## src/include/gcfi_defs.vh

```
// Operation
// - every accepted command is answered with an echo frame, identical for writes
// - finished initialization is reported unasked when auto report is on
// - a new initialization command aborts the current one and restarts it
// - a new position command replaces the target of a running move
// - identifier, bit rate and io mode echo only after the value is applied
// - serial frames are 14 bytes: header, id, 8 byte segment, end
// - header bytes ff fe fd fc mark the start of a frame
// - end byte fb marks the end of a frame
// - id byte carries the gripper identifier, 1 to 255, default 1
// - on can the message id is the gripper id, payload is the segment
// - segment is function, sub function, read/write, reserved, 4 data bytes
// - read/write byte is 00 for read or 01 for write only
// - data is signed 32 bit, least significant byte first
// - data of a read request is ignored
// - decode status, identifier, version, bit rate and drop detection codes
// - function 08 sub 01 reads or writes the init auto report setting
// - function 08 sub 02 write starts init, read returns init done
// - function 05 sub 02/03 reads or writes force, 20 to 100
// - function 06 sub 02 reads or writes position, 0 to 100
// - read replies carry the current parameter value in the data field
// - status read gives 0 idle or moving, 2 reached, 3 caught
// - identifier 0 is accepted as a wildcard address
`ifndef GCFI_DEFS_VH
`define GCFI_DEFS_VH
`define GCFI_HDR0      8'hff
`define GCFI_HDR1      8'hfe
`define GCFI_HDR2      8'hfd
`define GCFI_HDR3      8'hfc
`define GCFI_HDR       32'hfffefdfc
`define GCFI_END       8'hfb
`define GCFI_IDX_ID    4'h4
`define GCFI_IDX_FN    4'h5
`define GCFI_IDX_SUB   4'h6
`define GCFI_IDX_RW    4'h7
`define GCFI_IDX_RES   4'h8
`define GCFI_IDX_END   4'hd
`define GCFI_IDX_ONE   4'h1
`define GCFI_RW_READ   8'h00
`define GCFI_RW_WRITE  8'h01
`define GCFI_ID_WILD   8'h00
`define GCFI_ID_RST    8'h01
`define GCFI_FN_FORCE  8'h05
`define GCFI_FN_POS    8'h06
`define GCFI_FN_INIT   8'h08
`define GCFI_FN_STAT   8'h0f
`define GCFI_FN_IO     8'h10
`define GCFI_FN_ID     8'h12
`define GCFI_FN_VER    8'h13
`define GCFI_FN_BAUD   8'h14
`define GCFI_FN_DROP   8'h15
`define GCFI_SUB1      8'h01
`define GCFI_SUB2      8'h02
`define GCFI_SUB3      8'h03
`define GCFI_SUB_IOEN  8'h09
`define GCFI_AUTO_YES  32'h000000a5
`define GCFI_FORCE_MIN 32'h00000014
`define GCFI_FORCE_MAX 32'h00000064
`define GCFI_POS_MAX   32'h00000064
`define GCFI_ID_MIN    32'h00000001
`define GCFI_ID_MAX    32'h000000ff
`define GCFI_ST_IDLE   2'h0
`define GCFI_ST_REACH  2'h2
`define GCFI_ST_CATCH  2'h3
`define GCFI_FORCE_RST 8'h64
`define GCFI_POS_RST   8'h00
`define GCFI_BAUD_RST  8'h00
`define GCFI_VERSION   32'h00000001
`define GCFI_A_CTRL    8'h00
`define GCFI_A_STAT    8'h04
`define GCFI_A_SETPT   8'h08
`define GCFI_A_CFG     8'h0c
`define GCFI_PIN_INIT  2
`define GCFI_PIN_AT    1
`define GCFI_PIN_CATCH 0
`endif

```

## src/gcfi_core.v

```verilog
`timescale 1ns/1ps
`default_nettype none
`include "gcfi_defs.vh"
module gcfi_core (
  input  wire        mclk,
  input  wire        resetn,
  input  wire [7:0]  rx_byte,
  input  wire        rx_valid,
  input  wire        can_rx_valid,
  input  wire [10:0] can_rx_id,
  input  wire [63:0] can_rx_data,
  output reg  [7:0]  tx_byte,
  output reg         tx_valid,
  input  wire        tx_ready,
  output reg         can_tx_valid,
  output reg  [10:0] can_tx_id,
  output reg  [63:0] can_tx_data,
  input  wire        init_ack_pin,
  input  wire        at_target_pin,
  input  wire        caught_pin,
  output reg         init_start,
  output reg         move_start,
  output reg  [7:0]  target_pos,
  output reg  [7:0]  force_open,
  output reg  [7:0]  force_close,
  output reg  [7:0]  baud_sel,
  output reg         io_mode,
  output reg         drop_en,
  input  wire [7:0]  avs_address,
  input  wire        avs_read,
  input  wire        avs_write,
  input  wire [31:0] avs_writedata,
  output reg  [31:0] avs_readdata,
  output reg         avs_waitrequest
);

  // byte order swap for the little endian data field
  function [31:0] le32;
    input [31:0] v;
    begin
      le32 = {v[7:0], v[15:8], v[23:16], v[31:24]};
    end
  endfunction

  reg  [2:0]   pin_s1;
  reg  [2:0]   pin_s2;
  reg  [2:0]   pin_s3;
  reg  [3:0]   rx_idx;
  reg  [7:0]   p_id;
  reg  [7:0]   p_fn;
  reg  [7:0]   p_sub;
  reg  [7:0]   p_rw;
  reg  [7:0]   p_res;
  reg  [31:0]  p_data;
  reg          cmd_go;
  reg          cmd_can;
  reg  [7:0]   cmd_id;
  reg  [7:0]   cmd_fn;
  reg  [7:0]   cmd_sub;
  reg  [7:0]   cmd_rw;
  reg  [7:0]   cmd_res;
  reg  [31:0]  cmd_data;
  reg  [7:0]   my_id;
  reg          auto_en;
  reg          init_run;
  reg          init_done;
  reg          init_can;
  reg  [7:0]   init_id;
  reg          moving;
  reg          echo_pend;
  reg          cfg_hold;
  reg          auto_pend;
  reg          e_can;
  reg  [7:0]   e_id;
  reg  [63:0]  e_seg;
  reg  [111:0] tx_sh;
  reg  [3:0]   tx_cnt;
  reg  [7:0]   hdr_exp;
  reg  [31:0]  rd_val;
  reg  [1:0]   st_code;
  reg          snd_go;
  reg          snd_can;
  reg  [7:0]   snd_id;
  reg  [63:0]  snd_seg;
  reg          is_cfg;
  wire         busy;
  wire         init_ack_rise;
  wire         end_rise;
  wire         frame_ok;
  wire         can_ok;
  wire         av_wr;

  assign busy = cmd_go | echo_pend | cfg_hold;
  assign init_ack_rise = pin_s2[`GCFI_PIN_INIT] & ~pin_s3[`GCFI_PIN_INIT];
  assign end_rise = (pin_s2[`GCFI_PIN_AT] & ~pin_s3[`GCFI_PIN_AT]) |
                    (pin_s2[`GCFI_PIN_CATCH] & ~pin_s3[`GCFI_PIN_CATCH]);
  assign av_wr = avs_write & ~avs_waitrequest;
  // wrong end, bad read/write byte or foreign id are dropped
  assign frame_ok = (rx_byte == `GCFI_END) &&
                    (p_rw == `GCFI_RW_READ || p_rw == `GCFI_RW_WRITE) &&
                    (p_id == my_id || p_id == `GCFI_ID_WILD);
  assign can_ok = (can_rx_data[47:40] == `GCFI_RW_READ ||
                   can_rx_data[47:40] == `GCFI_RW_WRITE) &&
                  (can_rx_id == {3'h0, my_id} ||
                   can_rx_id == {3'h0, `GCFI_ID_WILD});
  // two stage sync plus edge stage for plant pins
  always @(posedge mclk or negedge resetn) begin
    if (!resetn) begin
      pin_s1 <= 3'h0;
      pin_s2 <= 3'h0;
      pin_s3 <= 3'h0;
    end else begin
      pin_s1 <= {init_ack_pin, at_target_pin, caught_pin};
      pin_s2 <= pin_s1;
      pin_s3 <= pin_s2;
    end
  end

  always @* begin
    case (rx_idx)
      4'h0: hdr_exp = `GCFI_HDR0;
      4'h1: hdr_exp = `GCFI_HDR1;
      4'h2: hdr_exp = `GCFI_HDR2;
      default: hdr_exp = `GCFI_HDR3;
    endcase
  end
  // serial frame parser and can intake
  always @(posedge mclk or negedge resetn) begin
    if (!resetn) begin
      rx_idx   <= 4'h0;
      p_id     <= 8'h00;
      p_fn     <= 8'h00;
      p_sub    <= 8'h00;
      p_rw     <= 8'h00;
      p_res    <= 8'h00;
      p_data   <= 32'h00000000;
      cmd_go   <= 1'b0;
      cmd_can  <= 1'b0;
      cmd_id   <= 8'h00;
      cmd_fn   <= 8'h00;
      cmd_sub  <= 8'h00;
      cmd_rw   <= 8'h00;
      cmd_res  <= 8'h00;
      cmd_data <= 32'h00000000;
    end else begin
      cmd_go <= 1'b0;
      if (rx_valid) begin
        if (rx_idx < `GCFI_IDX_ID) begin
          if (rx_byte == hdr_exp)
            rx_idx <= rx_idx + `GCFI_IDX_ONE;
          else if (rx_byte == `GCFI_HDR0)
            rx_idx <= `GCFI_IDX_ONE;
          else
            rx_idx <= 4'h0;
        end else begin
          if (rx_idx == `GCFI_IDX_END)
            rx_idx <= 4'h0;
          else
            rx_idx <= rx_idx + `GCFI_IDX_ONE;
          case (rx_idx)
            `GCFI_IDX_ID: p_id <= rx_byte;
            `GCFI_IDX_FN: p_fn <= rx_byte;
            `GCFI_IDX_SUB: p_sub <= rx_byte;
            `GCFI_IDX_RW: p_rw <= rx_byte;
            `GCFI_IDX_RES: p_res <= rx_byte;
            `GCFI_IDX_END: begin
              if (frame_ok && !busy) begin
                cmd_go   <= 1'b1;
                cmd_can  <= 1'b0;
                cmd_id   <= p_id;
                cmd_fn   <= p_fn;
                cmd_sub  <= p_sub;
                cmd_rw   <= p_rw;
                cmd_res  <= p_res;
                cmd_data <= p_data;
              end
            end
            default: p_data <= {rx_byte, p_data[31:8]};
          endcase
        end
      end
      if (can_rx_valid && can_ok && !busy &&
          !(rx_valid && rx_idx == `GCFI_IDX_END && frame_ok)) begin
        cmd_go   <= 1'b1;
        cmd_can  <= 1'b1;
        cmd_id   <= can_rx_id[7:0];
        cmd_fn   <= can_rx_data[63:56];
        cmd_sub  <= can_rx_data[55:48];
        cmd_rw   <= can_rx_data[47:40];
        cmd_res  <= can_rx_data[39:32];
        cmd_data <= le32(can_rx_data[31:0]);
      end
    end
  end

  always @* begin
    if (moving)
      st_code = `GCFI_ST_IDLE;
    else if (pin_s2[`GCFI_PIN_CATCH])
      st_code = `GCFI_ST_CATCH;
    else if (pin_s2[`GCFI_PIN_AT])
      st_code = `GCFI_ST_REACH;
    else
      st_code = `GCFI_ST_IDLE;
  end
  // current value of the addressed parameter
  always @* begin
    rd_val = 32'h00000000;
    case (cmd_fn)
      `GCFI_FN_INIT:
        if (cmd_sub == `GCFI_SUB1)
          rd_val = auto_en ? `GCFI_AUTO_YES : 32'h00000000;
        else
          rd_val = {31'h0, init_done};
      `GCFI_FN_FORCE:
        rd_val = {24'h0, (cmd_sub == `GCFI_SUB2) ?
                  force_close : force_open};
      `GCFI_FN_POS: rd_val = {24'h0, target_pos};
      `GCFI_FN_STAT: rd_val = {30'h0, st_code};
      `GCFI_FN_ID: rd_val = {24'h0, my_id};
      `GCFI_FN_VER: rd_val = `GCFI_VERSION;
      `GCFI_FN_BAUD: rd_val = {24'h0, baud_sel};
      `GCFI_FN_IO: rd_val = {31'h0, io_mode};
      `GCFI_FN_DROP: rd_val = {31'h0, drop_en};
      default: rd_val = 32'h00000000;
    endcase
  end

  always @* begin
    is_cfg = (cmd_rw == `GCFI_RW_WRITE) &&
             (cmd_fn == `GCFI_FN_ID || cmd_fn == `GCFI_FN_BAUD ||
              (cmd_fn == `GCFI_FN_IO && cmd_sub == `GCFI_SUB_IOEN));
    snd_go  = 1'b0;
    snd_can = e_can;
    snd_id  = e_id;
    snd_seg = e_seg;
    if (echo_pend && (e_can || !tx_valid)) begin
      snd_go = 1'b1;
    end else if (auto_pend && (init_can || !tx_valid)) begin
      snd_go  = 1'b1;
      snd_can = init_can;
      snd_id  = init_id;
      snd_seg = {`GCFI_FN_INIT, `GCFI_SUB2, `GCFI_RW_READ, 8'h00,
                 le32({31'h0, 1'b1})};
    end
  end
  // command execution, echo and transmit
  always @(posedge mclk or negedge resetn) begin
    if (!resetn) begin
      my_id        <= `GCFI_ID_RST;
      auto_en      <= 1'b0;
      init_run     <= 1'b0;
      init_done    <= 1'b0;
      init_can     <= 1'b0;
      init_id      <= `GCFI_ID_RST;
      moving       <= 1'b0;
      init_start   <= 1'b0;
      move_start   <= 1'b0;
      target_pos   <= `GCFI_POS_RST;
      force_open   <= `GCFI_FORCE_RST;
      force_close  <= `GCFI_FORCE_RST;
      baud_sel     <= `GCFI_BAUD_RST;
      io_mode      <= 1'b0;
      drop_en      <= 1'b0;
      echo_pend    <= 1'b0;
      cfg_hold     <= 1'b0;
      auto_pend    <= 1'b0;
      e_can        <= 1'b0;
      e_id         <= 8'h00;
      e_seg        <= 64'h0;
      tx_sh        <= 112'h0;
      tx_cnt       <= 4'h0;
      tx_byte      <= 8'h00;
      tx_valid     <= 1'b0;
      can_tx_valid <= 1'b0;
      can_tx_id    <= 11'h000;
      can_tx_data  <= 64'h0;
    end else begin
      init_start   <= 1'b0;
      move_start   <= 1'b0;
      can_tx_valid <= 1'b0;
      if (av_wr && avs_address == `GCFI_A_CTRL) begin
        my_id   <= avs_writedata[7:0];
        auto_en <= avs_writedata[8];
      end
      if (end_rise)
        moving <= 1'b0;
      // transmit side clears pending flags first
      if (snd_go) begin
        if (echo_pend && (e_can || !tx_valid))
          echo_pend <= 1'b0;
        else
          auto_pend <= 1'b0;
        if (snd_can) begin
          can_tx_valid <= 1'b1;
          can_tx_id    <= {3'h0, snd_id};
          can_tx_data  <= snd_seg;
        end else begin
          tx_sh    <= {`GCFI_HDR, snd_id, snd_seg, `GCFI_END};
          tx_byte  <= `GCFI_HDR0;
          tx_valid <= 1'b1;
          tx_cnt   <= 4'h0;
        end
      end
      if (tx_valid && tx_ready) begin
        if (tx_cnt == `GCFI_IDX_END) begin
          tx_valid <= 1'b0;
        end else begin
          tx_cnt  <= tx_cnt + `GCFI_IDX_ONE;
          tx_sh   <= {tx_sh[103:0], 8'h00};
          tx_byte <= tx_sh[103:96];
        end
      end
      if (init_run && init_ack_rise) begin
        init_run  <= 1'b0;
        init_done <= 1'b1;
        if (auto_en)
          auto_pend <= 1'b1;
      end
      if (cfg_hold) begin
        cfg_hold  <= 1'b0;
        echo_pend <= 1'b1;
      end
      if (cmd_go) begin
        e_can <= cmd_can;
        e_id  <= cmd_id;
        e_seg <= {cmd_fn, cmd_sub, cmd_rw, cmd_res,
                  le32((cmd_rw == `GCFI_RW_READ) ? rd_val : cmd_data)};
        if (is_cfg)
          cfg_hold <= 1'b1;
        else
          echo_pend <= 1'b1;
        if (cmd_rw == `GCFI_RW_WRITE) begin
          case (cmd_fn)
            `GCFI_FN_INIT:
              if (cmd_sub == `GCFI_SUB1) begin
                auto_en <= (cmd_data != 32'h00000000);
              end else if (cmd_sub == `GCFI_SUB2) begin
                init_run   <= 1'b1;
                init_done  <= 1'b0;
                init_start <= 1'b1;
                init_can   <= cmd_can;
                init_id    <= cmd_id;
              end
            `GCFI_FN_FORCE:
              if (cmd_data >= `GCFI_FORCE_MIN &&
                  cmd_data <= `GCFI_FORCE_MAX) begin
                if (cmd_sub == `GCFI_SUB2)
                  force_close <= cmd_data[7:0];
                else if (cmd_sub == `GCFI_SUB3)
                  force_open <= cmd_data[7:0];
              end
            `GCFI_FN_POS:
              if (cmd_sub == `GCFI_SUB2 &&
                  cmd_data <= `GCFI_POS_MAX) begin
                target_pos <= cmd_data[7:0];
                move_start <= 1'b1;
                moving     <= 1'b1;
              end
            `GCFI_FN_ID:
              if (cmd_data >= `GCFI_ID_MIN &&
                  cmd_data <= `GCFI_ID_MAX)
                my_id <= cmd_data[7:0];
            `GCFI_FN_BAUD: baud_sel <= cmd_data[7:0];
            `GCFI_FN_IO:
              if (cmd_sub == `GCFI_SUB_IOEN)
                io_mode <= cmd_data[0];
            `GCFI_FN_DROP: drop_en <= cmd_data[0];
            default: drop_en <= drop_en;
          endcase
        end
      end
    end
  end
  // avalon slave, answer one cycle after the request
  always @(posedge mclk or negedge resetn) begin
    if (!resetn) begin
      avs_waitrequest <= 1'b1;
      avs_readdata    <= 32'h00000000;
    end else begin
      if (!avs_waitrequest) begin
        avs_waitrequest <= 1'b1;
      end else if (avs_read || avs_write) begin
        avs_waitrequest <= 1'b0;
        case (avs_address)
          `GCFI_A_CTRL: avs_readdata <= {23'h0, auto_en, my_id};
          `GCFI_A_STAT: avs_readdata <= {27'h0, moving, init_run,
                                         init_done, st_code};
          `GCFI_A_SETPT: avs_readdata <= {8'h00, force_open,
                                          force_close, target_pos};
          `GCFI_A_CFG: avs_readdata <= {22'h0, drop_en, io_mode,
                                        baud_sel};
          default: avs_readdata <= 32'h00000000;
        endcase
      end
    end
  end

endmodule // gcfi_core
`default_nettype wire

```

## config.mk

```make
export PLATFORM = sky130hd
export DESIGN_NAME = gcfi_core
export DESIGN_NICKNAME = d
export VERILOG_FILES = /design/src/gcfi_core.v
export VERILOG_INCLUDE_DIRS = /design/src /design/src/include
export SDC_FILE = /design/constraint.sdc
export NUM_CORES = 1
export LEC_CHECK = 0
export BUFFER_PORTS_ARGS = -buffer_cell sky130_fd_sc_hd__buf_2
export CORE_MARGIN = 5
export CORE_UTILIZATION = 60
export CTS_BUF_LIST = sky130_fd_sc_hd__clkbuf_4
export CTS_CLUSTER_DIAMETER = 100
export DETAILED_ROUTE_END_ITERATION = 8
export GPL_ROUTABILITY_DRIVEN = 0
export GPL_TIMING_DRIVEN = 0
export HOLD_SLACK_MARGIN = 0.08
export PLACE_DENSITY_LB_ADDON = 0.2
export SKIP_CTS_REPAIR_TIMING = 1
export SYNTH_ARGS = -nofsm -noshare
export SYNTH_HDL_FRONTEND = slang
export SYNTH_SLANG_ARGS = --single-unit
```

## constraint.sdc

```tcl
create_clock -name mclk -period 3.3 [get_ports mclk]
set_clock_uncertainty 0.05 [all_clocks]
set_input_delay 0.33 -clock mclk [delete_from_list [all_inputs] [get_ports mclk]]
set_output_delay 0.33 -clock mclk [all_outputs]
set_load 0.1 [all_outputs]
```

==> flow_summary_export.csv <==
group,metric,value,unit
run_status,status,"completed",
clocking,insertion_delay,0.80,ns
die,std_cell_rows,69,
yosys,synth_top_flop_cell,"dfrtp_1",
setup_path,crit_type,"reg2reg",
timing,min_period,3.155,ns
routing,vias_per_cell,6.045,
yosys,ys_seq_area_share,59.60,%
die,initial_core_util,60.34,%
clocking,clkTransAtPathRegs,0.07,ns
setup_path,setup.worst_path.start_class,"flip-flop",
final_layout,final_cells,2820,
setup_path,ff2ff_setup_slack,0.14,ns
hold_path,hp-start,"avs_address[0]",
hold_path,hold_path_depth,6,
power_and_ir_drop,swShare,27.59,%
global_route,grt_pass1_wl,92160,µm
place,hpwl,43240,µm
yosys,ys_ff_latch,507,
power_and_ir_drop,internal_power,9.936,mW
timing,finalMaxSlewViolations,0,
final_layout,fin_nets,2426,
clocking,clk_path_buf_depth,3,
final_layout,finish.instance_area,25730,µm²
clocking,cts_root_buffer,"clkbuf_4",
place,place_area,23300,µm²
clocking,cts_sinks,507,
routing,drt-total-wl,61190,µm
routing,drt_iter0_drc,1874,
yosys,syn_area_per_cell,11.86,µm²
setup_path,cp_common_cell,"buf_2",
power_and_ir_drop,switchingPower,3.787,mW
yosys,ys_warn_count,0,
power_and_ir_drop,p_leak,13.56,nW
die,die_y,198.4,µm
place,dpl.cell_count,2522,
routing,drt-pass1-iter-count,7,
final_layout,fin_util,72.86,%
setup_path,required,3.92,ns
die,core_area,35310,µm²
clocking,cts_buffers,131,
routing,wl_per_cell,21.70,µm
global_route,grt.total_usage,30.19,%
timing,rsz0062_at_grt,"no",
yosys,synth-edff-count,0,
global_route,grt.overflow.total,0,
setup_path,arrival,3.77,ns
power_and_ir_drop,power,13.72,mW
setup_path,timing.rr.start,"my_id[5]$_DFF_PN0_",
timing,slew_headroom,17.73,%
routing,via_count,17050,
routing,final_antenna_net_count,0,
power_and_ir_drop,vdd_drop_max,0.5449,mV
global_route,grt_max_degree,126,
setup_path,end_kind,"flip-flop",
hold_path,hold_path_class,"in2reg",
global_route,grt_antenna_before_repair,1,
hold_path,min_to,"avs_readdata[10]$_DFFE_PN0P_",
place,numPortBuffers,251,
setup_path,r2r_end,"cmd_fn[0]$_DFFE_PN0P_",
clocking,htree_levels,4,
setup_path,r2r_cells,8,
run,maxCapViolCount,0,
yosys,async_flop_share,100.0,%
setup_path,crit_chain,"xor2_1 -> nor4_1 -> a22oi_1 -> a2111oi_4 -> nor2_1 -> buf_2 -> buf_2 -> a21o_1",
setup_path,slowest_delay,0.79,ns
setup_path,worstPathMaxFanout,10,
timing,final-hold-violation-count,0,
power_and_ir_drop,p_clk_share,36.4,%
timing,fin_crit_sh,95.62,%
timing,setup_viol,0,
global_route,grt_pass1_vias,16350,
timing,tns,0,ns
die,num_io_pins,287,
die,fp.dieW,198.4,µm
power_and_ir_drop,seq_power_share,51.8,%
power_and_ir_drop,p_comb_share,11.8,%
final_layout,area_growth,20.75,%
clocking,cts_tree,"done",
die,fp.dieArea,39380,µm²
power_and_ir_drop,power.density,533.4,nW/µm²
final_layout,final_layout_size_suffix_gt1_share,27.52,%
yosys,synth.distinct_cells,73,
timing,worst_pin_slew,1.228,ns
yosys,synth_cells,1796,
routing,route.detailed.drc,0,
setup_path,cpMaxStageDelayCell,"a2111oi_4",
yosys,syn_area,21310,µm²
timing,max_freq,0.3169,GHz
cells by family (layout without fill, tap and decap cells):
logic type	count (synthesis)	after routing	synth area share, %
XOR/XNOR	19	19	0.7811
buffers and inverters	237	789	4.510
AND/OR/NAND/NOR	375	375	8.357
AO/OA/AOI/OAI	446	446	15.59
multiplexers	205	205	10.79
flip-flops	507	507	59.60
adder cells (fa/ha/maj)	6	6	0.3524
other	1	12	0.01760
flip-flops by register name, summed over array words and instances (netlist names), 24 cells and up:
register and flops:
cmd_data 32, tx_sh 104, can_tx_data 64, e_seg 64
avs_readdata 24, p_data 32
critical path: cells and delay by family, from the launching register on:
kind            cells  cell delay [ns]
flops               1             0.49
simple gates        2             0.63
buf+inv             2             0.49
compound gates      3             1.18
xor+xnor            1             0.19
power by group through the flow:
stage	logic, mW	registers [mW]	clock network [mW]
after global routing	1.79	7.15	5.42
final	1.62	7.11	4.99
after floorplan	0.794	7.39	0
after global placement	1.46	7.19	0
after detailed placement	1.52	7.20	0
after CTS	1.53	7.09	5.07
worst max path at each step:
stage / from / end / slack (ns)
floorplan: tx_valid$_DFF_PN0_ / tx_sh[79]$_DFF_PN0_ / 0.83
global placement: resetn / p_data[4]$_DFFE_PN0P_ / -7.95
detailed placement: my_id[1]$_DFF_PN0_ / cmd_res[5]$_DFFE_PN0P_ / 0.26
CTS: my_id[1]$_DFF_PN0_ / cmd_fn[0]$_DFFE_PN0P_ / 0.24
global route: my_id[5]$_DFF_PN0_ / cmd_fn[0]$_DFFE_PN0P_ / 0.02
finish: my_id[5]$_DFF_PN0_ / cmd_fn[0]$_DFFE_PN0P_ / 0.14
synthesized netlist by cell type (all sizes together) (8+ instances only):
cell | count | area, µm²
buf | 31 | 186.4
mux2 | 167 | 1907
a21o | 53 | 397.9
nand4 | 8 | 50.05
nand3 | 36 | 185.2
a22o | 115 | 1007
nand2 | 99 | 371.6
nor3 | 10 | 50.05
xnor2 | 8 | 70.07
and2 | 15 | 93.84
o21ai | 97 | 485.5
nor2 | 148 | 558.0
a31oi | 14 | 87.58
xor2 | 11 | 96.34
a22oi | 22 | 165.2
a222oi | 61 | 610.6
nor4 | 23 | 177.7
clkbuf | 106 | 399.1
dfstp | 9 | 236.5
dfrtp | 498 | 12460
mux2i | 37 | 370.4
a21oi | 49 | 245.2
inv | 100 | 375.4
cell type report:
type                            count  area, µm²
Sequential cell                   507      12700
Fill cell                        2413       9583
Multi-Input combinational cell   1062       7684
Timing Repair Buffer              348       2325
Clock buffer                      175       1314
Buffer                            137      585.6
Tap cell                          461      576.8
Inverter                          100      375.4
Clock inverter                     29      166.4
Antenna cell                        1      2.502
cell usage in the layout (no fill, tap or decap), drive strengths merged, types with 3 or more instances in the layout:
cell type      n
a22oi         22
nor3          10
nand2         99
mux2         167
buf          287
clkinv        24
inv          103
nor4b          3
conb          11
a222oi        61
nor4          23
o21ai         97
dfstp          9
nor2         148
a31oi         14
nor2b          4
ha             6
a221o          4
xor2          11
clkbuf       281
nand4          8
mux2i         37
xnor2          8
a22o         115
dlygate4sd3   92
or4            4
dfrtp        498
and3           6
o41ai          4
and2          15
nand4b         4
a21o          53
a221oi         4
nand2b         4
o2bb2ai        3
nand3         36
a21oi         49
metal layers:
metal	vias up	track usage [%]	part of all wire [%]
met3	136	6.487	8.7
met5	-	0	0
met4	0	10.69	3.0
li1	7527	-	-
met1	8543	44.42	42
met2	841	45.23	47
metrics by stage:
step / setup WS [ns] / hold WS [ns]
2_1_floorplan: 0.8268 / -0.01559
3_3_place_gp: -7.948 / 0.2833
6_report: 0.1446 / 0.06303
4_1_cts: 0.2372 / -0.6427
3_5_place_dp: 0.2641 / 0.2145
5_1_grt: 0.01682 / 0.08146
No activity file was read; power rests on OpenSTA's default activity.
